<file path="src/logic/arsf_regs.vh">
// Constants for the receive FIFO status and control block
`ifndef ARSF_REGS_VH
`define ARSF_REGS_VH
// Notes on behaviour
// - Reset loads status/control with 0004h.
// - CPU reads and writes status/control.
// - Almost-full set when count equals warning level.
// - Full when pointers equal, last access write.
// - Empty when pointers equal, last access read.
// - Overflow set when word arrives while full.
// - Overflowing word discarded, no request raised.
// ===========================================
// Register layout
`define ARSF_REG_WIDTH 16
`define ARSF_RESET_VALUE 16'h0004
`define ARSF_ALMOST_FULL_BIT 0
`define ARSF_FULL_BIT 1
`define ARSF_EMPTY_BIT 2
`define ARSF_OVERFLOW_BIT 3
`define ARSF_SLOT_LSB 4
`define ARSF_SLOT_MSB 11
`define ARSF_LEVEL_LSB 12
`define ARSF_LEVEL_MSB 15
// ===========================================
// FIFO shape
`define ARSF_FIFO_DEPTH 8
`define ARSF_FIFO_AW 3
`define ARSF_DATA_WIDTH 16
`endif

</file>
<file path="src/logic/arsf_fifo.v">
// Receive FIFO with pointer-equality full and empty detection
`default_nettype none
`include "arsf_regs.vh"
module arsf_fifo #(
  parameter WIDTH = `ARSF_DATA_WIDTH,
  parameter DEPTH = `ARSF_FIFO_DEPTH,
  parameter AW = `ARSF_FIFO_AW
) (
  input wire ref_clk_i,
  input wire rst_n_i,
  input wire ce_i,
  input wire in_valid_i,
  input wire [WIDTH-1:0] in_data_i,
  output wire in_ready_o,
  output wire out_valid_o,
  output wire [WIDTH-1:0] out_data_o,
  input wire out_ready_i,
  output wire full_o,
  output wire empty_o,
  output wire [AW:0] count_o
);
  // ===========================================
  // Storage and pointers
  reg [WIDTH-1:0] mem [0:DEPTH-1];
  reg [AW-1:0] receive_write_pointer;
  reg [AW-1:0] receive_read_pointer;
  reg last_was_write;
  wire ptr_equal;
  wire push;
  wire pop;
  wire [AW-1:0] ptr_diff;

  assign ptr_equal = (receive_write_pointer == receive_read_pointer);
  assign full_o = ptr_equal & last_was_write;
  assign empty_o = ptr_equal & ~last_was_write;
  assign in_ready_o = ~full_o;
  assign out_valid_o = ~empty_o;
  assign out_data_o = mem[receive_read_pointer];
  assign push = ce_i & in_valid_i & ~full_o;
  assign pop = ce_i & out_ready_i & ~empty_o;
  assign ptr_diff = receive_write_pointer - receive_read_pointer;
  assign count_o = full_o ? {1'b1, {AW{1'b0}}} : {1'b0, ptr_diff};

  // ===========================================
  // Write side
  always @(posedge ref_clk_i) begin
    if (push) begin
      mem[receive_write_pointer] <= in_data_i;
    end
  end

  // ===========================================
  // Pointer and access tracking
  always @(posedge ref_clk_i) begin
    if (!rst_n_i) begin
      receive_write_pointer <= {AW{1'b0}};
      receive_read_pointer <= {AW{1'b0}};
      last_was_write <= 1'b0;
    end else if (ce_i) begin
      if (push) begin
        receive_write_pointer <= receive_write_pointer + 1'b1;
      end
      if (pop) begin
        receive_read_pointer <= receive_read_pointer + 1'b1;
      end
      if (push && !pop) begin
        last_was_write <= 1'b1;
      end else if (pop && !push) begin
        last_was_write <= 1'b0;
      end
    end
  end
endmodule // arsf_fifo
`default_nettype wire

</file>
<file path="src/logic/arsf_rx_status.v">
// Receive status/control register and receive FIFO front end
`default_nettype none
`include "arsf_regs.vh"
module arsf_rx_status #(
  parameter WIDTH = `ARSF_DATA_WIDTH,
  parameter DEPTH = `ARSF_FIFO_DEPTH,
  parameter AW = `ARSF_FIFO_AW
) (
  input wire ref_clk_i,
  input wire rst_n_i,
  input wire audio_clock_gate_i,
  input wire shift_word_valid_i,
  input wire [WIDTH-1:0] shift_word_i,
  input wire ctrl_wr_i,
  input wire [`ARSF_REG_WIDTH-1:0] ctrl_wdata_i,
  input wire ctrl_rd_i,
  output reg [`ARSF_REG_WIDTH-1:0] ctrl_rdata_o,
  input wire data_rd_i,
  output reg [WIDTH-1:0] data_rdata_o,
  output reg data_valid_o,
  output reg receive_request_o,
  output reg overflow_pulse_o
);
  // ===========================================
  // Helper functions
  function level_hit;
    input [AW:0] count;
    input [3:0] level;
    begin
      level_hit = ({1'b0, count} == {1'b0, level});
    end
  endfunction

  function above_level;
    input [AW:0] count;
    input [3:0] level;
    begin
      above_level = ({1'b0, count} > {1'b0, level});
    end
  endfunction

  // ===========================================
  // Declarations
  wire ce;
  wire fifo_in_ready;
  wire fifo_out_valid;
  wire [WIDTH-1:0] fifo_out_data;
  wire fifo_full;
  wire fifo_empty;
  wire [AW:0] fifo_count;
  wire word_arrives;
  wire overflow_event;
  wire accept_event;
  wire pop_event;
  wire overflow_clear;
  wire [AW:0] next_count;
  reg receive_almost_full_flag;
  reg receive_full_flag;
  reg receive_empty_flag;
  reg receive_overflow_flag;
  reg [`ARSF_SLOT_MSB-`ARSF_SLOT_LSB:0] slot_field;
  reg [3:0] receive_warning_level;
  reg next_almost_full;
  reg next_overflow;
  reg [`ARSF_REG_WIDTH-1:0] status_word;

  // ===========================================
  // Clock gating of all state
  // state held while gated
  assign ce = audio_clock_gate_i;

  // ===========================================
  // Event decode
  assign word_arrives = ce & shift_word_valid_i;
  assign overflow_event = word_arrives & fifo_full;
  assign accept_event = word_arrives & fifo_in_ready;
  assign pop_event = ce & data_rd_i & fifo_out_valid;
  assign next_count = fifo_count + {{AW{1'b0}}, accept_event} - {{AW{1'b0}}, pop_event};
  assign overflow_clear = ce & ctrl_wr_i & ctrl_wdata_i[`ARSF_OVERFLOW_BIT];

  // ===========================================
  // Receive FIFO
  arsf_fifo #(
    .WIDTH(WIDTH),
    .DEPTH(DEPTH),
    .AW(AW)
  ) arsf_fifo_i (
    .ref_clk_i(ref_clk_i),
    .rst_n_i(rst_n_i),
    .ce_i(ce),
    .in_valid_i(shift_word_valid_i),
    .in_data_i(shift_word_i),
    .in_ready_o(fifo_in_ready),
    .out_valid_o(fifo_out_valid),
    .out_data_o(fifo_out_data),
    .out_ready_i(data_rd_i),
    .full_o(fifo_full),
    .empty_o(fifo_empty),
    .count_o(fifo_count)
  );

  // ===========================================
  // Next flag values
  always @* begin
    next_almost_full = level_hit(fifo_count, receive_warning_level);
    next_overflow = receive_overflow_flag;
    if (overflow_clear) begin
      next_overflow = 1'b0;
    end
    if (overflow_event) begin
      next_overflow = 1'b1;
    end
  end

  // ===========================================
  // Status flags
  always @(posedge ref_clk_i) begin
    if (!rst_n_i) begin
      receive_almost_full_flag <= 1'b0;
      receive_full_flag <= 1'b0;
      receive_empty_flag <= 1'b1;
      receive_overflow_flag <= 1'b0;
    end else if (ce) begin
      receive_almost_full_flag <= next_almost_full;
      receive_full_flag <= fifo_full;
      receive_empty_flag <= fifo_empty;
      receive_overflow_flag <= next_overflow;
    end
  end

  // ===========================================
  // Writable control fields
  always @(posedge ref_clk_i) begin
    if (!rst_n_i) begin
      slot_field <= {(`ARSF_SLOT_MSB-`ARSF_SLOT_LSB+1){1'b0}};
      receive_warning_level <= 4'h0;
    end else if (ce && ctrl_wr_i) begin
      slot_field <= ctrl_wdata_i[`ARSF_SLOT_MSB:`ARSF_SLOT_LSB];
      receive_warning_level <= ctrl_wdata_i[`ARSF_LEVEL_MSB:`ARSF_LEVEL_LSB];
    end
  end

  // ===========================================
  // Register image
  always @* begin
    status_word = {`ARSF_REG_WIDTH{1'b0}};
    status_word[`ARSF_ALMOST_FULL_BIT] = receive_almost_full_flag;
    status_word[`ARSF_FULL_BIT] = receive_full_flag;
    status_word[`ARSF_EMPTY_BIT] = receive_empty_flag;
    status_word[`ARSF_OVERFLOW_BIT] = receive_overflow_flag;
    status_word[`ARSF_SLOT_MSB:`ARSF_SLOT_LSB] = slot_field;
    status_word[`ARSF_LEVEL_MSB:`ARSF_LEVEL_LSB] = receive_warning_level;
  end

  // ===========================================
  // Register read port
  always @(posedge ref_clk_i) begin
    if (!rst_n_i) begin
      ctrl_rdata_o <= `ARSF_RESET_VALUE;
    end else if (ce && ctrl_rd_i) begin
      ctrl_rdata_o <= status_word;
    end
  end

  // ===========================================
  // Receive data read port
  always @(posedge ref_clk_i) begin
    if (!rst_n_i) begin
      data_rdata_o <= {WIDTH{1'b0}};
      data_valid_o <= 1'b0;
    end else if (ce) begin
      data_valid_o <= pop_event;
      if (pop_event) begin
        data_rdata_o <= fifo_out_data;
      end
    end
  end

  // ===========================================
  // Receive request and overflow event
  always @(posedge ref_clk_i) begin
    if (!rst_n_i) begin
      receive_request_o <= 1'b0;
      overflow_pulse_o <= 1'b0;
    end else if (ce) begin
      receive_request_o <= above_level(next_count, receive_warning_level);
      overflow_pulse_o <= overflow_event;
    end
  end
endmodule // arsf_rx_status
`default_nettype wire

</file>
<file path="config.mk">
export PLATFORM = sky130hd
export DESIGN_NAME = arsf_rx_status
export DESIGN_NICKNAME = d
export VERILOG_FILES = /design/src/logic/arsf_fifo.v /design/src/logic/arsf_rx_status.v
export VERILOG_INCLUDE_DIRS = /design/src /design/src/logic
export SDC_FILE = /design/constraint.sdc
export NUM_CORES = 1
export LEC_CHECK = 0
export BUFFER_PORTS_ARGS = -buffer_cell sky130_fd_sc_hd__clkbuf_2
export CAP_MARGIN = 20
export CORE_UTILIZATION = 47
export CTS_CLUSTER_DIAMETER = 150
export CTS_CLUSTER_SIZE = 30
export DETAILED_ROUTE_END_ITERATION = 8
export PLACE_DENSITY = 0.66
export SLEW_MARGIN = 20
export SYNTH_ARGS = -nofsm -noshare
export SYNTH_HDL_FRONTEND = slang
export SYNTH_HIERARCHICAL = 1
export SYNTH_SLANG_ARGS = --single-unit
</file>
<file path="constraint.sdc">
create_clock -name ref_clk_i -period 4.1 [get_ports ref_clk_i]
set_input_delay 0.41 -clock ref_clk_i [delete_from_list [all_inputs] [get_ports ref_clk_i]]
set_output_delay 0.41 -clock ref_clk_i [all_outputs]
set_load 0.02 [all_outputs]
</file>
* After elaboration in Yosys (flattened, before gate mapping)
Memory sizes are Yosys's and may differ from the RTL's. A register that Yosys moved wholly into a read port is not among the register bits.
Index checks and enable logic that the tools add are counted.
** Word-level totals
- Word-level logic and storage cells :: 54
- Register bits after elaboration :: 42
- Memory bits (writable) :: 128
- Bits of input ports :: 39
- Output and inout bits :: 35
- Memories kept :: 1
** Memories
- arsf_fifo_i.mem :: words 8, bits a word 16, rd ports 1, clocked after Yosys merged registers in 1, write ports 1, RTL line arsf_fifo.v:24 : reg [WIDTH-1:0] mem [0:DEPTH-1];
** Cells by class
- $add $sub $neg :: 5
- Equal/unequal tests :: 2
- Order comparisons :: 1
- Bitwise logic cells :: 12
- Reduce and logical (&&, ||, !) cells :: 13
- Mux-type cells :: 7
** Operator list (count)
- 1-bit AND :: 9
- 2-bit AND reduction :: 4
- 3-bit by 1-bit adder with 3-bit output, second input constant :: 2
- 1-bit 2-to-1 mux :: 6
- 4-bit by 1-bit adder with 4-bit output :: 1
- 4-bit == test :: 1
- 4-bit greater-than comparator :: 1
- 1-bit logical AND :: 4
- 4-bit 2-to-1 mux :: 1
- 2-bit nonzero test :: 2
- 4-bit by 1-bit subtractor with 4-bit output :: 1
- 3-bit == test :: 1
- 1-bit logical NOT :: 3
- 1-bit inverter :: 3
- 3-bit subtractor :: 1

* Longest topological paths before layout
- Depth in word-level cells :: 8
- Gate-level depth with buffers :: 16
- Gate-level depth less buffers :: 15

* Modules after synthesis
The synthesis kept the hierarchy.
** By module, submodules not included
- arsf_fifo :: instances 1, cells an instance 267, area each 5574.1 µm², seq. area each 4043.9 µm²
- arsf_rx_status :: instances 1, cells an instance 253, area each 2177.1 µm², seq. area each 1021.0 µm²

* Worst setup path before layout
No wires, ideal clock.
- Path type :: register to register
- From :: register arsf_fifo_i.receive_write_pointer[0]
- To :: memory arsf_fifo_i/mem[2][0] (netlist bit) (enable)
- Data required time :: 3.670 ns
- Data arrival time :: 2.922 ns
- Period minus slack after synthesis :: 3.352 ns
- Path slack :: 0.748 ns
- Stages on the path, launching flop included :: 7
- Path buffers :: 1
- Setup time :: 0.430 ns
- Cells stage by stage :: dfxtp_1 > inv_1 > ha_1 > and3_1 > and2_1 > buf_2 > nor4_1
** On the way
- Word-level cells in the longest chain between the ends :: 6
** RTL lines
- start: declaration :: RTL line arsf_fifo.v:25 : reg [AW-1:0] receive_write_pointer;
- start signal: assignment :: RTL line arsf_fifo.v:56 : receive_write_pointer <= {AW{1'b0}};
- start signal: assignment :: RTL line arsf_fifo.v:61 : receive_write_pointer <= receive_write_pointer + 1'b1;
- 3-bit == test :: RTL line arsf_fifo.v:33 : assign ptr_equal = (receive_write_pointer == receive_read_pointer);
- 1-bit AND :: RTL line arsf_fifo.v:34 : assign full_o = ptr_equal & last_was_write;
- net fifo_full :: RTL line arsf_rx_status.v:48 : wire fifo_full;
- 1-bit inverter :: RTL line arsf_fifo.v:39 : assign push = ce_i & in_valid_i & ~full_o;
- 1-bit AND :: RTL line arsf_fifo.v:39
- 1-bit 2-to-1 mux :: RTL line arsf_fifo.v:47 : if (push) begin
- 1-bit 2-to-1 mux (implied by the code) :: RTL line arsf_fifo.v:48 : mem[receive_write_pointer] <= in_data_i;
- end: declaration :: RTL line arsf_fifo.v:24
The timed path passes the listed nets, and every way through them passes these cells.

* Worst setup path after layout
- From :: register arsf_fifo_i.receive_write_pointer[0]
- To :: register receive_request_o
** On the way
- Word-level cells in the longest chain between the ends :: 7
- Elaborated cells on any way between the ends :: 12
- Classes of those cells :: add/sub (3); order compare (1); eq/ne (1); mux (1); bitwise (6)
** RTL lines
- 3-bit == test :: RTL line arsf_fifo.v:33
- 1-bit AND :: RTL line arsf_fifo.v:34
- net fifo_full :: RTL line arsf_rx_status.v:48
- 1-bit inverter :: RTL line arsf_fifo.v:36 : assign in_ready_o = ~full_o;
- net fifo_in_ready :: RTL line arsf_rx_status.v:45 : wire fifo_in_ready;
- 1-bit AND :: RTL line arsf_rx_status.v:76 : assign accept_event = word_arrives & fifo_in_ready;
- 4-bit by 1-bit adder with 4-bit output :: RTL line arsf_rx_status.v:78 : assign next_count = fifo_count + {{AW{1'b0}}, accept_event} - {{AW{1'b0}}, pop_event};
- 4-bit by 1-bit subtractor with 4-bit output :: RTL line arsf_rx_status.v:78
- 4-bit greater-than comparator :: RTL line arsf_rx_status.v:38 : above_level = ({1'b0, count} > {1'b0, level});
- end signal: assignment :: RTL line arsf_rx_status.v:186 : receive_request_o <= above_level(next_count, receive_warning_level);
- end: declaration :: RTL line arsf_rx_status.v:21 : output reg receive_request_o,
The timed path passes the listed nets, and every way through them passes these cells.
A chain may end at the register's enable or synchronous reset.

==> metrics.txt <==
# TYPE chip_impl_metric gauge
chip_impl_metric{name="detailedRoute.firstPassIterationCount",unit=""} 4
chip_impl_metric{name="grt_start_max_net_pins",unit=""} 67
chip_impl_metric{name="clock_tree.htree_level_count",unit=""} 4
chip_impl_metric{name="placed_cells",unit=""} 791
chip_impl_info{name="cts_tree",value="built"} 1
chip_impl_info{name="grt_setup_unrepaired",value="no"} 1
chip_impl_metric{name="timing.reg2reg.worst_path_depth",unit=""} 15
chip_impl_metric{name="ports_placed_on_the_boundary",unit=""} 74
chip_impl_metric{name="synth_edf_count",unit=""} 128
chip_impl_metric{name="antennaDiodeCount",unit=""} 0
chip_impl_metric{name="number_of_vias_in_the_routed_layout",unit=""} 4294
chip_impl_metric{name="final_layout_size_suffix_gt1_frac",unit=""} 0.231
chip_impl_metric{name="core_region_area",unit="µm²"} 16000
chip_impl_metric{name="cts_hold_repair.buffers",unit=""} 0
chip_impl_info{name="hold_path.class",value="input pin to register"} 1
chip_impl_metric{name="drv.max_cap_violation_count",unit=""} 0
chip_impl_metric{name="timing.final.max_slew_violations",unit=""} 0
chip_impl_metric{name="timing.max_slew.rel_slack",unit=""} 0.348
chip_impl_info{name="start_kind",value="register"} 1
chip_impl_metric{name="clockBufferDepth",unit=""} 2
chip_impl_info{name="critPathTopFamily",value="simple AND/OR/NAND/NOR gates"} 1
chip_impl_metric{name="irDropWorstVdd",unit="V"} 0.000396
chip_impl_metric{name="place.gp.congestion",unit=""} 0.769
chip_impl_info{name="timing.critical_path.to_type",value="register"} 1
chip_impl_metric{name="synth_fp_nets",unit=""} 573
chip_impl_metric{name="vias_per_cell",unit=""} 5.22
chip_impl_metric{name="drt_iter0_drc",unit=""} 235
chip_impl_info{name="synthTopCellsByArea",value="sky130_fd_sc_hd__edfxtp_1, sky130_fd_sc_hd__dfxtp_1, sky130_fd_sc_hd__mux4_1, sky130_fd_sc_hd__nand2_1, sky130_fd_sc_hd__a21boi_0"} 1
chip_impl_metric{name="cp_data_arrival_time",unit="ns"} 3.85
chip_impl_metric{name="finalHoldViolCount",unit=""} 0
chip_impl_metric{name="cts-buffers-inserted",unit=""} 17
chip_impl_metric{name="cts_repair_resize_count",unit=""} 0
chip_impl_info{name="post-synth-top-area-cell",value="sky130_fd_sc_hd__edfxtp_1"} 1
chip_impl_metric{name="fmax",unit="GHz"} 0.283
chip_impl_metric{name="clkLatencyLatePin",unit="ns"} 0.44
chip_impl_metric{name="worst-path-stages",unit=""} 15
chip_impl_metric{name="synth_cells",unit=""} 520
chip_impl_info{name="regToRegEndpoint",value="receive_request_o$_SDFFE_PN0P_"} 1
chip_impl_metric{name="die_area",unit="µm²"} 17000
chip_impl_metric{name="critical_path.max_fanout",unit=""} 11
chip_impl_metric{name="postRouteWirelength",unit="µm"} 14700
chip_impl_metric{name="clock_pin_slew_of_the_registers_on_the_worst_case_setup_and_hold_paths",unit="ns"} 0.07
chip_impl_metric{name="drcViolationCount",unit=""} 0
chip_impl_metric{name="post_cts.repair.setup_buffers",unit=""} 0
chip_impl_metric{name="yosys_reg_bits",unit=""} 189
chip_impl_metric{name="final_period_minus_worst_setup_slack",unit="ns"} 3.53
chip_impl_info{name="cp_cell_sequence",value="inv_1 -> ha_1 -> and3_1 -> and2_1 -> inv_1 -> nand3_1 -> nand2_1 -> ha_1 -> a21o_1 -> a21oi_1 -> xnor2_1 -> ha_1 -> a21oi_1 -> o21ai_0 -> a41o_1"} 1
chip_impl_metric{name="clock_skew",unit="ns"} 0.0113
chip_impl_metric{name="async_reset_ff_frac",unit=""} 0
chip_impl_info{name="critical-path-top-cell-by-count",value="sky130_fd_sc_hd__ha_1"} 1
chip_impl_metric{name="place.detailed.hpwl",unit="µm"} 8960
chip_impl_info{name="status",value="finished, final reports clean"} 1
chip_impl_metric{name="post_drt_wl_per_cell",unit="µm"} 17.9
chip_impl_metric{name="timing.critical_path.buf_inv",unit=""} 2
chip_impl_metric{name="ys_types",unit=""} 39
chip_impl_info{name="root_buffer",value="sky130_fd_sc_hd__clkbuf_16"} 1
chip_impl_metric{name="final_cell_count_no_fill",unit=""} 823
chip_impl_info{name="critical_path.endpoint",value="receive_request_o$_SDFFE_PN0P_"} 1
chip_impl_info{name="crit_type",value="register to register"} 1
chip_impl_metric{name="utilization",unit=""} 0.557
chip_impl_metric{name="synthesis.area",unit="µm²"} 7750
chip_impl_info{name="worst_setup_sp",value="arsf_fifo_i/receive_write_pointer[0]$_SDFFE_PN0P_"} 1
chip_impl_metric{name="first_pass_grt_wire_length",unit="µm"} 22600
chip_impl_metric{name="grtUsageTotal",unit=""} 0.184
chip_impl_metric{name="cp_slowest_stage_delay",unit="ns"} 0.48
chip_impl_metric{name="fin_crit_sh",unit=""} 0.861
chip_impl_metric{name="starting_density",unit=""} 0.484
chip_impl_metric{name="post_synth.cell_area_avg",unit="µm²"} 14.9
chip_impl_metric{name="yosys.area.top_type_share",unit=""} 0.496
chip_impl_metric{name="cp.required",unit="ns"} 4.42
chip_impl_metric{name="globalRoute.totalOverflow",unit=""} 0
chip_impl_metric{name="r2r_slack",unit="ns"} 0.57
chip_impl_metric{name="via_count_of_the_first_global_routing_pass",unit=""} 4303
chip_impl_metric{name="power_density",unit="nW/µm²"} 449
chip_impl_metric{name="fin_nets",unit=""} 647
chip_impl_metric{name="placement.io_buffers",unit=""} 70
chip_impl_metric{name="core.rowCount",unit=""} 46
chip_impl_metric{name="dieHeight",unit="µm"} 130
chip_impl_metric{name="grt_antenna_before_repair",unit=""} 0
chip_impl_metric{name="finalSetupTns",unit="ns"} 0
chip_impl_metric{name="leakage",unit="nW"} 3.14
chip_impl_info{name="critical-path-slowest-cell",value="sky130_fd_sc_hd__and2_1"} 1
chip_impl_info{name="synth_flop_cell",value="sky130_fd_sc_hd__edfxtp_1"} 1
chip_impl_metric{name="worst_slew_pin_slew",unit="ns"} 0.977
chip_impl_metric{name="floorplan.die.width",unit="µm"} 130
chip_impl_metric{name="seq_area_frac_synth",unit=""} 0.653
chip_impl_info{name="worst_r2r_startpoint",value="arsf_fifo_i/receive_write_pointer[0]$_SDFFE_PN0P_"} 1
chip_impl_metric{name="ant_nets",unit=""} 0
chip_impl_metric{name="yosysWarnings",unit=""} 6
chip_impl_metric{name="numClockSinks",unit=""} 189
chip_impl_metric{name="flow.area_growth_from_synthesis",unit="%"} 14.9
chip_impl_metric{name="report.final.setup_viol",unit=""} 0
-- kinds of logic (layout without fill, tap and decap cells) --
kind of cell    count (synthesis)  after routing  synth area share
compound gates                 58             58            0.0538
xor+xnor                       10             10            0.0113
fa+ha+maj                      14             14            0.0245
buf+inv                        42            129            0.0303
flops                         189            189             0.653
mux                            60             60             0.145
simple gates                  147            147            0.0814
-- cell usage after synthesis, drive strengths merged, types with 8 or more instances --
| cell | n |
|---|---|
| dfxtp | 61 |
| ha | 12 |
| mux2 | 16 |
| edfxtp | 128 |
| mux4 | 32 |
| nand2 | 109 |
| buf | 17 |
| clkbuf | 10 |
| inv | 15 |
| a21boi | 46 |
| nand3 | 8 |
| xnor2 | 8 |
| mux2i | 12 |
-- worst min-delay path by stage --
stage,start,to,slack [ns],cells after the start
floorplan,slot_field[6]$_SDFFE_PN0P_,ctrl_rdata_o[10]$_SDFFE_PN0P_,0.43,2
global placement,slot_field[5]$_SDFFE_PN0P_,ctrl_rdata_o[9]$_SDFFE_PN0P_,0.43,2
detailed placement,slot_field[4]$_SDFFE_PN0P_,ctrl_rdata_o[8]$_SDFFE_PN0P_,0.45,2
CTS,ctrl_wdata_i[5],slot_field[1]$_SDFFE_PN0P_,0.21,3
global route,ctrl_wdata_i[14],level_hit.level[2]$_SDFFE_PN0P_,0.23,3
finish,ctrl_wdata_i[5],slot_field[1]$_SDFFE_PN0P_,0.22,3
-- layer usage --
layer  vias up  part of all wire  track usage
li1       2068                 -            -
met1      2102              0.44        0.233
met2       106              0.49        0.316
met3        18             0.050       0.0448
met4         0             0.015       0.0568
met5         -                 0            0
-- tightest hold or removal path, delay by kind of cell --
kind	cells	cell delay [ns]
buffers and inverters	1	0.08
AO/OA/AOI/OAI	1	0.06
AND/OR/NAND/NOR	1	0.04
-- state kept, by name, summed over array words and instances, names as in the netlist, 3 cells and up, named ones only --
register	flops
arsf_fifo_i/mem	128
ctrl_rdata_o	16
data_rdata_o	16
slot_field	8
level_hit.level	4
arsf_fifo_i/receive_read_pointer	3
arsf_fifo_i/receive_write_pointer	3
-- metrics by stage --
stage | instance area, µm² | hold slack (ns) | total power [mW] | setup WS [ns]
6_report | 8910 | 0.219 | 4.00 | 0.570
5_1_grt | 8910 | 0.231 | 4.14 | 0.212
4_1_cts | 8900 | 0.211 | 4.04 | 0.583
3_5_place_dp | 8310 | 0.446 | 2.43 | 0.610
3_3_place_gp | 8310 | 0.435 | 2.41 | 0.689
2_1_floorplan | 7750 | 0.431 | 2.34 | 0.748
-- cell usage in the layout, fill, tap and decap left out, types with 2 or more instances in the layout --
cell and count:
sky130_fd_sc_hd__a21boi_0 29, sky130_fd_sc_hd__a21boi_1 17, sky130_fd_sc_hd__a21oi_1 6, sky130_fd_sc_hd__and2_1 3, sky130_fd_sc_hd__and3_1 2, sky130_fd_sc_hd__and3b_1 2
sky130_fd_sc_hd__buf_4 13, sky130_fd_sc_hd__clkbuf_16 19, sky130_fd_sc_hd__clkbuf_2 69, sky130_fd_sc_hd__clkinv_2 2, sky130_fd_sc_hd__clkinv_8 2, sky130_fd_sc_hd__dfxtp_1 61
sky130_fd_sc_hd__edfxtp_1 128, sky130_fd_sc_hd__fa_1 2, sky130_fd_sc_hd__ha_1 12, sky130_fd_sc_hd__inv_1 15, sky130_fd_sc_hd__inv_6 5, sky130_fd_sc_hd__inv_8 2
sky130_fd_sc_hd__mux2_2 16, sky130_fd_sc_hd__mux2i_1 12, sky130_fd_sc_hd__mux4_1 28, sky130_fd_sc_hd__mux4_2 4, sky130_fd_sc_hd__nand2_1 109, sky130_fd_sc_hd__nand2b_1 4
sky130_fd_sc_hd__nand3_1 7, sky130_fd_sc_hd__nand4_1 3, sky130_fd_sc_hd__nor2_1 5, sky130_fd_sc_hd__nor2b_1 3, sky130_fd_sc_hd__nor3_2 4, sky130_fd_sc_hd__o21ai_0 3
sky130_fd_sc_hd__or3_1 2, sky130_fd_sc_hd__xnor2_1 8, sky130_fd_sc_hd__xor2_1 2
-- report_power, final --
| group | total [mW] | internal, mW | switching (mW) | leakage, nW |
|---|---|---|---|---|
| clock network | 1.62 | 0.875 | 0.745 | 0.292 |
| logic | 0.290 | 0.127 | 0.163 | 1.20 |
| registers | 2.09 | 2.07 | 0.0188 | 1.65 |
-- final cells by class --
cell class,instances,area (µm²)
clock buffers,20,479
clock inverters,12,116
fillers,1319,7090
inverters,15,56.3
multi-input cells,289,2480
flip-flops and latches,189,5060
well taps,216,270
repair buffers,82,443
Power figures use the tool's default switching activity.
